<file path="src/inc/pifb_cfg.svh">
// Register map, field positions, reset values and bus codes of the interrupt flag/enable bank
`ifndef PIFB_CFG_SVH
`define PIFB_CFG_SVH

// ----------------------------------------------------------------
// Register byte offsets
// ----------------------------------------------------------------
`define PIFB_OFS_CAN_FLAGS    8'h00
`define PIFB_OFS_EN_A         8'h04
`define PIFB_OFS_EN_B         8'h08
`define PIFB_OFS_CAN_EN       8'h0C
`define PIFB_OFS_CTRL         8'h10
`define PIFB_OFS_BUF_EN       8'h14

// ----------------------------------------------------------------
// Field positions
// ----------------------------------------------------------------
`define PIFB_CTRL_MODE_LSB    0
`define PIFB_CTRL_GLOBAL_BIT  5
`define PIFB_CTRL_GATE_BIT    6
`define PIFB_CTRL_PRIO_BIT    7
`define PIFB_TX_DONE_BIT      4
`define PIFB_RX_FULL_BIT      1
`define PIFB_BUF_TX_LSB       0
`define PIFB_BUF_RX_LSB       3

// ----------------------------------------------------------------
// Reset values and masks
// ----------------------------------------------------------------
`define PIFB_RST_BYTE         8'h00
`define PIFB_MASK_MODE0       8'hFF
`define PIFB_MASK_MODE1       8'hF2
`define PIFB_MASK_MODE2       8'hF3
`define PIFB_MASK_EN_B_LARGE  8'hDF
`define PIFB_MASK_EN_B_SMALL  8'h9E

// ----------------------------------------------------------------
// AXI response codes
// ----------------------------------------------------------------
`define PIFB_RESP_OKAY        2'h0
`define PIFB_RESP_SLVERR      2'h2

`endif

</file>
<file path="src/inc/pifb_pkg.sv">
// Types shared by the interrupt flag/enable bank
package pifb_pkg;

   // CAN operating modes
   typedef enum logic [1:0] {
      PIFB_MODE_LEGACY   = 2'h0,
      PIFB_MODE_ENHANCED = 2'h1,
      PIFB_MODE_FIFO     = 2'h2
   } pifb_mode_e;

endpackage : pifb_pkg

</file>
<file path="src/pifb_bank.sv">
// Peripheral interrupt flag and enable register bank with AXI4-Lite access
`include "pifb_cfg.svh"

module pifb_bank
   import pifb_pkg::*;
#(
   parameter bit LARGE_PIN_VARIANT = 1'b1,
   parameter int TX_BUFS           = 3,
   parameter int RX_BUFS           = 2
) (
   // Clock and reset
   input  wire logic               I_CORE_CLK,
   input  wire logic               I_SYS_RST,
   // AXI4-Lite write address
   input  wire logic               I_AWVALID,
   input  wire logic [7:0]         I_AWADDR,
   output logic                    O_AWREADY,
   // AXI4-Lite write data
   input  wire logic               I_WVALID,
   input  wire logic [31:0]        I_WDATA,
   input  wire logic [3:0]         I_WSTRB,
   output logic                    O_WREADY,
   // AXI4-Lite write response
   output logic                    O_BVALID,
   output logic [1:0]              O_BRESP,
   input  wire logic               I_BREADY,
   // AXI4-Lite read address
   input  wire logic               I_ARVALID,
   input  wire logic [7:0]         I_ARADDR,
   output logic                    O_ARREADY,
   // AXI4-Lite read data
   output logic                    O_RVALID,
   output logic [31:0]             O_RDATA,
   output logic [1:0]              O_RRESP,
   input  wire logic               I_RREADY,
   // CAN controller event pulses
   input  wire logic               I_CAN_BAD_MSG,
   input  wire logic               I_CAN_WAKE,
   input  wire logic               I_CAN_FAULT,
   input  wire logic [TX_BUFS-1:0] I_TX_DONE,
   input  wire logic [RX_BUFS-1:0] I_RX_FULL,
   input  wire logic               I_FIFO_HIGH_MARK,
   // Flag levels of the other peripheral flag registers
   input  wire logic [7:0]         I_PERIPH_A_FLAGS,
   input  wire logic [7:0]         I_PERIPH_B_FLAGS,
   // Towards the processor interrupt logic
   output logic                    O_PERIPH_IRQ_REQ,
   output logic                    O_PRIORITY_LEVELS_ON
);

   // ----------------------------------------------------------------
   // Mode dependent masks
   // ----------------------------------------------------------------
   function automatic logic [7:0] mode_mask(input pifb_mode_e m);
      case (m)
         PIFB_MODE_LEGACY:   mode_mask = `PIFB_MASK_MODE0;
         PIFB_MODE_ENHANCED: mode_mask = `PIFB_MASK_MODE1;
         default:            mode_mask = `PIFB_MASK_MODE2;
      endcase
   endfunction

   // Offsets that hold a register; any other offset answers SLVERR
   function automatic logic reg_mapped(input logic [7:0] a);
      case (a)
         `PIFB_OFS_CAN_FLAGS, `PIFB_OFS_EN_A, `PIFB_OFS_EN_B,
         `PIFB_OFS_CAN_EN, `PIFB_OFS_CTRL, `PIFB_OFS_BUF_EN: reg_mapped = 1'b1;
         default:                                         reg_mapped = 1'b0;
      endcase
   endfunction

   // ----------------------------------------------------------------
   // State
   // ----------------------------------------------------------------
   logic [7:0]         can_irq_flags;
   logic [7:0]         periph_irq_enable_a;
   logic [7:0]         periph_irq_enable_b;
   logic [7:0]         can_irq_enable;
   pifb_mode_e         can_mode;
   logic               global_irq_on;
   logic               peripheral_irq_gate;
   logic               priority_levels_on;
   logic [TX_BUFS-1:0] per_tx_buffer_enables;
   logic [RX_BUFS-1:0] per_buffer_enables;
   logic [TX_BUFS-1:0] tx_pend;
   logic [RX_BUFS-1:0] rx_pend;
   logic               aw_hold;
   logic [7:0]         aw_addr;
   logic               w_hold;
   logic [7:0]         w_byte;
   logic               w_lane0;

   // ----------------------------------------------------------------
   // Write decode
   // ----------------------------------------------------------------
   wire        wr_fire   = aw_hold && w_hold && !O_BVALID;
   wire        wr_lane   = wr_fire && w_lane0;
   wire        wr_flags  = wr_lane && (aw_addr == `PIFB_OFS_CAN_FLAGS);
   wire        wr_en_a   = wr_lane && (aw_addr == `PIFB_OFS_EN_A);
   wire        wr_en_b   = wr_lane && (aw_addr == `PIFB_OFS_EN_B);
   wire        wr_can_en = wr_lane && (aw_addr == `PIFB_OFS_CAN_EN);
   wire        wr_ctrl   = wr_lane && (aw_addr == `PIFB_OFS_CTRL);
   wire        wr_buf_en = wr_lane && (aw_addr == `PIFB_OFS_BUF_EN);
   wire        wr_mapped = reg_mapped(aw_addr);

   // ----------------------------------------------------------------
   // Flag set logic
   // ----------------------------------------------------------------
   wire        mode0    = (can_mode == PIFB_MODE_LEGACY);
   wire        mode2    = (can_mode == PIFB_MODE_FIFO);
   wire [7:0]  cur_mask = mode_mask(can_mode);
   wire [7:0]  can_events;

   assign can_events[7] = I_CAN_BAD_MSG;
   assign can_events[6] = I_CAN_WAKE;
   assign can_events[5] = I_CAN_FAULT;
   assign can_events[4] = mode0 ? I_TX_DONE[2] : |I_TX_DONE;
   assign can_events[3] = mode0 && I_TX_DONE[1];
   assign can_events[2] = mode0 && I_TX_DONE[0];
   assign can_events[1] = mode0 ? I_RX_FULL[1] : |I_RX_FULL;
   assign can_events[0] = mode0 ? I_RX_FULL[0] : (mode2 && I_FIFO_HIGH_MARK);

   // Set wins over a software clear in the same cycle; events ignore enables
   wire [7:0]  flag_base  = wr_flags ? w_byte : can_irq_flags;
   wire [7:0]  next_flags = (flag_base | can_events) & cur_mask;

   // ----------------------------------------------------------------
   // Per-buffer pending bits
   // ----------------------------------------------------------------
   // Per-buffer pending bits stand behind the summary flags in modes 1 and 2
   wire        clr_tx     = wr_flags && !w_byte[`PIFB_TX_DONE_BIT];
   wire        clr_rx     = wr_flags && !w_byte[`PIFB_RX_FULL_BIT];
   wire [TX_BUFS-1:0] next_tx_pend = mode0 ? '0 : ((clr_tx ? '0 : tx_pend) | I_TX_DONE);
   wire [RX_BUFS-1:0] next_rx_pend = mode0 ? '0 : ((clr_rx ? '0 : rx_pend) | I_RX_FULL);

   // ----------------------------------------------------------------
   // Enable register next values
   // ----------------------------------------------------------------
   wire [7:0]  en_b_mask   = LARGE_PIN_VARIANT ? `PIFB_MASK_EN_B_LARGE
                                               : `PIFB_MASK_EN_B_SMALL;
   // Reserved enables of the small variant (bits 6 and 0 of enable B) are forced to zero by en_b_mask; the parallel-port enable in A is not
   wire [7:0]  next_en_a   = wr_en_a ? w_byte : periph_irq_enable_a;
   wire [7:0]  next_en_b   = (wr_en_b ? w_byte : periph_irq_enable_b) & en_b_mask;
   wire [7:0]  next_can_en = (wr_can_en ? w_byte : can_irq_enable) & cur_mask;
   wire [1:0]  wr_mode_raw = w_byte[`PIFB_CTRL_MODE_LSB +: 2];
   // Mode 3 is undefined; it is kept as mode 2 so the masks stay defined
   wire [1:0]  next_mode   = (wr_mode_raw == 2'h3) ? 2'h2 : wr_mode_raw;

   // ----------------------------------------------------------------
   // Named fields of the CAN flag and enable registers
   // ----------------------------------------------------------------
   wire        can_bad_msg_flag    = can_irq_flags[7];
   wire        can_wake_flag       = can_irq_flags[6];
   wire        can_fault_flag      = can_irq_flags[5];
   wire        tx_buf2_done_flag   = can_irq_flags[`PIFB_TX_DONE_BIT];
   wire        tx_buf1_done_flag   = can_irq_flags[3];
   wire        tx_buf0_done_flag   = can_irq_flags[2];
   wire        rx_buf1_full_flag   = can_irq_flags[`PIFB_RX_FULL_BIT];
   wire        rx_buf0_full_flag   = can_irq_flags[0];
   wire        fifo_high_mark_flag = can_irq_flags[0];
   wire        can_bad_msg_en      = can_irq_enable[7];
   wire        can_wake_en         = can_irq_enable[6];
   wire        can_fault_en        = can_irq_enable[5];
   wire        tx_buf2_done_en     = can_irq_enable[`PIFB_TX_DONE_BIT];
   wire        tx_master_en        = can_irq_enable[`PIFB_TX_DONE_BIT];
   wire        tx_buf1_done_en     = can_irq_enable[3];
   wire        tx_buf0_done_en     = can_irq_enable[2];
   wire        rx_buf1_full_en     = can_irq_enable[`PIFB_RX_FULL_BIT];
   wire        rx_master_en        = can_irq_enable[`PIFB_RX_FULL_BIT];
   wire        rx_buf0_full_en     = can_irq_enable[0];
   wire        fifo_high_mark_en   = can_irq_enable[0];

   // ----------------------------------------------------------------
   // CAN request
   // ----------------------------------------------------------------
   wire        bad_msg_hit = can_bad_msg_flag && can_bad_msg_en;
   wire        wake_hit    = can_wake_flag && can_wake_en;
   wire        fault_hit   = can_fault_flag && can_fault_en;
   wire        tx2_hit     = tx_buf2_done_flag && tx_buf2_done_en;
   wire        tx1_hit     = tx_buf1_done_flag && tx_buf1_done_en;
   wire        tx0_hit     = tx_buf0_done_flag && tx_buf0_done_en;
   wire        rx1_hit     = rx_buf1_full_flag && rx_buf1_full_en;
   // Bit 0 is stored as zero in mode 1, so only modes 0 and 2 can raise it
   wire        low_hit     = mode0 ? (rx_buf0_full_flag && rx_buf0_full_en)
                                   : (fifo_high_mark_flag && fifo_high_mark_en);
   wire        tx_req      = tx_master_en && |(tx_pend & per_tx_buffer_enables);
   wire        rx_req      = rx_master_en && |(rx_pend & per_buffer_enables);
   wire        common_hit  = bad_msg_hit || wake_hit || fault_hit || low_hit;
   // Summary bits 4 and 1 serve polling; modes 1 and 2 request through the
   // masters over the per-buffer pending bits
   wire        can_req     = mode0 ? (common_hit || tx2_hit || tx1_hit || tx0_hit || rx1_hit)
                                   : (common_hit || tx_req || rx_req);

   // ----------------------------------------------------------------
   // Request combining
   // ----------------------------------------------------------------
   wire        any_req    = |(I_PERIPH_A_FLAGS & periph_irq_enable_a)
                         || |(I_PERIPH_B_FLAGS & periph_irq_enable_b)
                         || can_req;
   // With priorities on, the core applies its own per-level gates
   wire        next_irq   = priority_levels_on ? any_req
                          : (global_irq_on && peripheral_irq_gate && any_req);

   // ----------------------------------------------------------------
   // Read decode
   // ----------------------------------------------------------------
   wire [7:0]  ctrl_byte = {priority_levels_on, peripheral_irq_gate, global_irq_on,
                            3'h0, can_mode};
   wire [7:0]  buf_byte  = {3'h0, per_buffer_enables, per_tx_buffer_enables};
   wire        rd_mapped = reg_mapped(I_ARADDR);
   logic [7:0] rd_byte;

   always_comb begin
      case (I_ARADDR)
         `PIFB_OFS_CAN_FLAGS: rd_byte = can_irq_flags;
         `PIFB_OFS_EN_A:      rd_byte = periph_irq_enable_a;
         `PIFB_OFS_EN_B:      rd_byte = periph_irq_enable_b;
         `PIFB_OFS_CAN_EN:    rd_byte = can_irq_enable;
         `PIFB_OFS_CTRL:      rd_byte = ctrl_byte;
         `PIFB_OFS_BUF_EN:    rd_byte = buf_byte;
         default:             rd_byte = `PIFB_RST_BYTE;
      endcase
   end

   // ----------------------------------------------------------------
   // AXI write channels: address and data taken in either order
   // ----------------------------------------------------------------
   // Ready stays low until the response is taken: one write in flight
   always_ff @(posedge I_CORE_CLK or posedge I_SYS_RST) begin
      if (I_SYS_RST) begin
         aw_hold   <= 1'b0;
         aw_addr   <= 8'h00;
         O_AWREADY <= 1'b1;
      end else if (I_AWVALID && O_AWREADY) begin
         aw_hold   <= 1'b1;
         aw_addr   <= I_AWADDR;
         O_AWREADY <= 1'b0;
      end else if (O_BVALID && I_BREADY) begin
         aw_hold   <= 1'b0;
         O_AWREADY <= 1'b1;
      end
   end

   always_ff @(posedge I_CORE_CLK or posedge I_SYS_RST) begin
      if (I_SYS_RST) begin
         w_hold   <= 1'b0;
         w_byte   <= 8'h00;
         w_lane0  <= 1'b0;
         O_WREADY <= 1'b1;
      end else if (I_WVALID && O_WREADY) begin
         w_hold   <= 1'b1;
         w_byte   <= I_WDATA[7:0];
         w_lane0  <= I_WSTRB[0];
         O_WREADY <= 1'b0;
      end else if (O_BVALID && I_BREADY) begin
         w_hold   <= 1'b0;
         O_WREADY <= 1'b1;
      end
   end

   always_ff @(posedge I_CORE_CLK or posedge I_SYS_RST) begin
      if (I_SYS_RST) begin
         O_BVALID <= 1'b0;
         O_BRESP  <= `PIFB_RESP_OKAY;
      end else if (wr_fire) begin
         O_BVALID <= 1'b1;
         O_BRESP  <= wr_mapped ? `PIFB_RESP_OKAY : `PIFB_RESP_SLVERR;
      end else if (I_BREADY) begin
         O_BVALID <= 1'b0;
      end
   end

   // ----------------------------------------------------------------
   // AXI read channels
   // ----------------------------------------------------------------
   // Data is captured at acceptance, so a later event cannot tear it
   always_ff @(posedge I_CORE_CLK or posedge I_SYS_RST) begin
      if (I_SYS_RST) begin
         O_ARREADY <= 1'b1;
         O_RVALID  <= 1'b0;
         O_RDATA   <= 32'h0000_0000;
         O_RRESP   <= `PIFB_RESP_OKAY;
      end else if (I_ARVALID && O_ARREADY) begin
         O_ARREADY <= 1'b0;
         O_RVALID  <= 1'b1;
         O_RDATA   <= {24'h00_0000, rd_byte};
         O_RRESP   <= rd_mapped ? `PIFB_RESP_OKAY : `PIFB_RESP_SLVERR;
      end else if (O_RVALID && I_RREADY) begin
         O_ARREADY <= 1'b1;
         O_RVALID  <= 1'b0;
      end
   end

   // ----------------------------------------------------------------
   // Register bank
   // ----------------------------------------------------------------
   always_ff @(posedge I_CORE_CLK or posedge I_SYS_RST) begin
      if (I_SYS_RST) begin
         can_irq_flags       <= `PIFB_RST_BYTE;
         periph_irq_enable_a <= `PIFB_RST_BYTE;
         periph_irq_enable_b <= `PIFB_RST_BYTE;
         can_irq_enable      <= `PIFB_RST_BYTE;
         tx_pend             <= '0;
         rx_pend             <= '0;
      end else begin
         can_irq_flags       <= next_flags;
         periph_irq_enable_a <= next_en_a;
         periph_irq_enable_b <= next_en_b;
         can_irq_enable      <= next_can_en;
         tx_pend             <= next_tx_pend;
         rx_pend             <= next_rx_pend;
      end
   end

   always_ff @(posedge I_CORE_CLK or posedge I_SYS_RST) begin
      if (I_SYS_RST) begin
         can_mode              <= PIFB_MODE_LEGACY;
         global_irq_on         <= 1'b0;
         peripheral_irq_gate   <= 1'b0;
         priority_levels_on    <= 1'b0;
      end else if (wr_ctrl) begin
         can_mode              <= pifb_mode_e'(next_mode);
         global_irq_on         <= w_byte[`PIFB_CTRL_GLOBAL_BIT];
         peripheral_irq_gate   <= w_byte[`PIFB_CTRL_GATE_BIT];
         priority_levels_on    <= w_byte[`PIFB_CTRL_PRIO_BIT];
      end
   end

   always_ff @(posedge I_CORE_CLK or posedge I_SYS_RST) begin
      if (I_SYS_RST) begin
         per_tx_buffer_enables <= '0;
         per_buffer_enables    <= '0;
      end else if (wr_buf_en) begin
         per_tx_buffer_enables <= w_byte[`PIFB_BUF_TX_LSB +: TX_BUFS];
         per_buffer_enables    <= w_byte[`PIFB_BUF_RX_LSB +: RX_BUFS];
      end
   end

   // ----------------------------------------------------------------
   // Outputs
   // ----------------------------------------------------------------
   always_ff @(posedge I_CORE_CLK or posedge I_SYS_RST) begin
      if (I_SYS_RST) begin
         O_PERIPH_IRQ_REQ     <= 1'b0;
         O_PRIORITY_LEVELS_ON <= 1'b0;
      end else begin
         O_PERIPH_IRQ_REQ     <= next_irq;
         O_PRIORITY_LEVELS_ON <= priority_levels_on;
      end
   end

endmodule // pifb_bank

</file>
<file path="config.mk">
export PLATFORM = sky130hd
export DESIGN_NAME = pifb_bank
export DESIGN_NICKNAME = d
export VERILOG_FILES = /design/src/inc/pifb_pkg.sv /design/src/pifb_bank.sv
export VERILOG_INCLUDE_DIRS = /design/src /design/src/inc
export SDC_FILE = /design/constraint.sdc
export NUM_CORES = 1
export LEC_CHECK = 0
export ABC_AREA = 1
export BUFFER_PORTS_ARGS = -buffer_cell sky130_fd_sc_hd__buf_2
export CAP_MARGIN = 25
export CORE_MARGIN = 4
export CORE_UTILIZATION = 50
export CTS_CLUSTER_DIAMETER = 80
export DETAILED_ROUTE_END_ITERATION = 10
export GPL_TIMING_DRIVEN = 0
export PLACE_DENSITY = 0.76
export SLEW_MARGIN = 20
export SYNTH_ARGS = -nofsm -noshare
export SYNTH_HDL_FRONTEND = slang
export SYNTH_SLANG_ARGS = --single-unit
</file>
<file path="constraint.sdc">
create_clock -name I_CORE_CLK -period 3.6 [get_ports I_CORE_CLK]
set_input_delay 1.08 -clock I_CORE_CLK [delete_from_list [all_inputs] [get_ports I_CORE_CLK]]
set_output_delay 1.08 -clock I_CORE_CLK [all_outputs]
set_load 0.005 [all_outputs]
</file>
==> impl_metrics.env <==
export IMPL_startpoint_type="flip-flop"
export IMPL_timing_final_ws_setup_ps=1511
export IMPL_cts_htree_levels=3
export IMPL_grt_ovfl_total=0
export IMPL_insertion_delay_ps=360
export IMPL_synth_compound_area_frac=0.1156
export IMPL_avgSynthCellArea_sq_um=8.160
export IMPL_cts_buffers=9
export IMPL_synth_xor_area_share=0
export IMPL_synth_area_leaders="dfrtp_1 48%, nand2_1 13%, nand3_1 6.5%, buf_4 5.1%, inv_1 4.0%"
export IMPL_hp_class="reg2reg"
export IMPL_crit_type="reg2out"
export IMPL_antenna_cells=0
export IMPL_hold_violations=0
export IMPL_synthAdderAreaFrac=0
export IMPL_initial_utilization=0.5255
export IMPL_finalSetupViolCount=0
export IMPL_path_cells="buf_2"
export IMPL_ir_drop_mv=0.3612
export IMPL_first_iter_violations=314
export IMPL_slowest_stage="dfstp_2"
export IMPL_cp_arrival_ps=1010
export IMPL_ioPinCount=127
export IMPL_dieArea_sq_mm=0.009811
export IMPL_synth_top_family_by_area="simple AND/OR/NAND/NOR gates"
export IMPL_hold_buffers=0
export IMPL_endpoint_kind="output port"
export IMPL_grt_start_max_net_pins=61
export IMPL_whs_ps=449.4
export IMPL_crit_fanout=3
export IMPL_p_sw_frac=0.3605
export IMPL_power_switching_uw=940.6
export IMPL_core_area_sq_mm=0.007888
export IMPL_numClockSinks=82
export IMPL_rsz0062_at_grt="false"
export IMPL_die_w_um=99.05
export IMPL_drive_above_1_share=0.2621
export IMPL_dp_slack_ps=1273
export IMPL_post_cts_setup_buffers=0
export IMPL_finalCritPeriodShare=0.5803
export IMPL_vias=3718
export IMPL_final_antenna_net_count=0
export IMPL_port_buffers=72
export IMPL_cts_tree="built"
export IMPL_worstMarginPinSlew_ps=615.4
export IMPL_yosysTopAreaCellShare=0.4769
export IMPL_finalWirelength_um=10320
export IMPL_grt_antenna_before_repair=0
export IMPL_max_freq_ghz=0.4787
export IMPL_clk_pin_slew_ps=90
export IMPL_finClkSkew_ps=13.07
export IMPL_cts_root_buf="clkbuf_8"
export IMPL_muxShareOfSynthArea=0.01087
export IMPL_area_growth_pct=19.14
export IMPL_seqPwrFrac=0.494
export IMPL_stdcell_count=724
export IMPL_outcome="finished, final reports clean"
export IMPL_p_comb_frac=0.271
export IMPL_synth_top_area_cell="dfrtp_1"
export IMPL_path_buf_inv=1
export IMPL_maxSlewHeadroom=0.5882
export IMPL_dp_cells=708
export IMPL_drc=0
export IMPL_wl_per_cell_um=14.26
export IMPL_syn_area_sq_mm=0.004145
export IMPL_power_density_mw_per_mm2=528.3
export IMPL_post_drt_via_cell_ratio=5.135
export IMPL_finalMaxSlewViolations=0
export IMPL_synthCells=508
export IMPL_dieHeight_um=99.05
export IMPL_ys_warn_count=0
export IMPL_place_congestion=0.9325
export IMPL_yosysUniqueCellTypes=27
export IMPL_clkPwrFrac=0.235
export IMPL_yosysSeqAreaShare=0.4959
export IMPL_final_nets=701
export IMPL_clock_path_buffers=2
export IMPL_cp_slowest_stage_delay_ps=550
export IMPL_postLayoutCoreUtil=0.6261
export IMPL_grt_first_pass_wirelength_um=16980
export IMPL_grt_pass1_vias=3521
export IMPL_leakage_uw=0.002702
export IMPL_firstDrtPassIters=5
export IMPL_p_int_uw=1668
export IMPL_cts_repair_resize_count=0
export IMPL_path_delay_family="flip-flops"
export IMPL_ys_ff_latch=82
export IMPL_max_cap_viol_count=0
export IMPL_rows=32
export IMPL_dp_hpwl_um=7797
export IMPL_required_ps=2520
export IMPL_fin_crit_ps=2089
export IMPL_synth_simple_area_share=0.2671
export IMPL_grt_usage=0.2192
-- cell usage after synthesis --
cell      count
a21oi_1      26
nor2_2        5
dfrtp_1      79
nand4_1       4
a21o_1        1
o21ai_1      10
clkinv_1      1
conb_1        1
nand3_1      54
a31oi_1       2
buf_2         3
mux2_2        4
nand2_1     148
inv_1        44
nand2_2       3
o21ai_0      23
nor2_4        3
o31ai_1       1
nand2_4       1
buf_4        28
o21ai_2      17
clkbuf_1      4
dfstp_2       3
buf_6         4
nor2_1       35
o211ai_1      1
nand3_2       3
-- logic make-up (layout without fill, tap and decap cells) --
kind of cell	Yosys count	after routing
simple gates	256	256
buf+inv	84	173
flops	82	82
compound gates	81	81
mux	4	4
other cells	1	26
-- sequential cells by signal (all words and copies together), names as in the netlist, 3 cells and up --
| signal | count |
|---|---|
| per_tx_buffer_enables | 3 |
| can_irq_flags | 8 |
| periph_irq_enable_b | 7 |
| O_RDATA | 8 |
| can_irq_enable | 8 |
| tx_pend | 3 |
| aw_addr | 8 |
| w_byte | 8 |
| periph_irq_enable_a | 8 |
-- through the flow --
step	power [uW]	setup TNS, ps	area, sq um
after floorplan	1753	0	4239
after global placement	1971	-37200	4727
final	2609	0	4938
after detailed placement	2013	0	4757
after CTS	2625	0	4938
after global routing	2792	0	4938
-- layout make-up --
type | count | area [sq um]
Multi-Input combinational cell | 367 | 1729
Clock inverter | 4 | 26.28
Fill cell | 731 | 2949
Timing Repair Buffer | 73 | 387.9
Tap cell | 102 | 127.6
Inverter | 45 | 171.4
Buffer | 39 | 285.3
Sequential cell | 82 | 2056
Clock buffer | 12 | 155.1
-- layer usage --
layer  wire (um)  part of all wire  global-route usage  up-vias
met5           0                 0                   0        -
met4         278             0.027             0.09559        0
met3         898             0.087             0.05166       26
met2        4757              0.46              0.3368      173
met1        4388              0.43              0.2965     1709
li1            -                 -                   -     1810
-- layout by cell type, fill, tap and decap left out, types with 2 or more instances in the layout --
cell and instances:
a21oi_1 26, a31oi_1 2, buf_2 75, buf_4 28, buf_6 4, clkbuf_1 5
clkbuf_8 11, clkinv_2 2, conb_1 26, dfrtp_1 79, dfstp_2 3, inv_1 43
mux2_2 4, nand2_1 148, nand2_2 3, nand3_1 54, nand3_2 3, nand4_1 4
nor2_1 35, nor2_2 5, nor2_4 3, o21ai_0 23, o21ai_1 10, o21ai_2 17
-- path summary, 6_finish.rpt --
path / from / end / slack [ps] / depth (start not counted)
worst max-delay path: O_AWREADY$_DFFE_PP1P_ / O_AWREADY / 1510 / 1
worst min-delay path: priority_levels_on$_DFFE_PP0P_ / O_PRIORITY_LEVELS_ON$_DFF_PP0_ / 450 / 0
worst max register to register: aw_addr[7]$_DFFE_PP0P_ / periph_irq_enable_a[7]$_DFFE_PP0P_ / 1990 / 7
worst min register to register: priority_levels_on$_DFFE_PP0P_ / O_PRIORITY_LEVELS_ON$_DFF_PP0_ / 450 / 0
max in group asynchronous: I_SYS_RST / O_AWREADY$_DFFE_PP1P_ / 2300 / 3
min in group asynchronous: I_SYS_RST / can_irq_flags[5]$_DFF_PP0_ / 680 / 2
-- power groups by stage --
stage	clock network (uW)	registers [uW]	logic, uW
after global placement	0	1290	679
after detailed placement	0	1300	711
after global routing	675	1310	803
after CTS	627	1280	713
final	614	1290	707
after floorplan	0	1270	487
(Power assumes the default switching activity.)
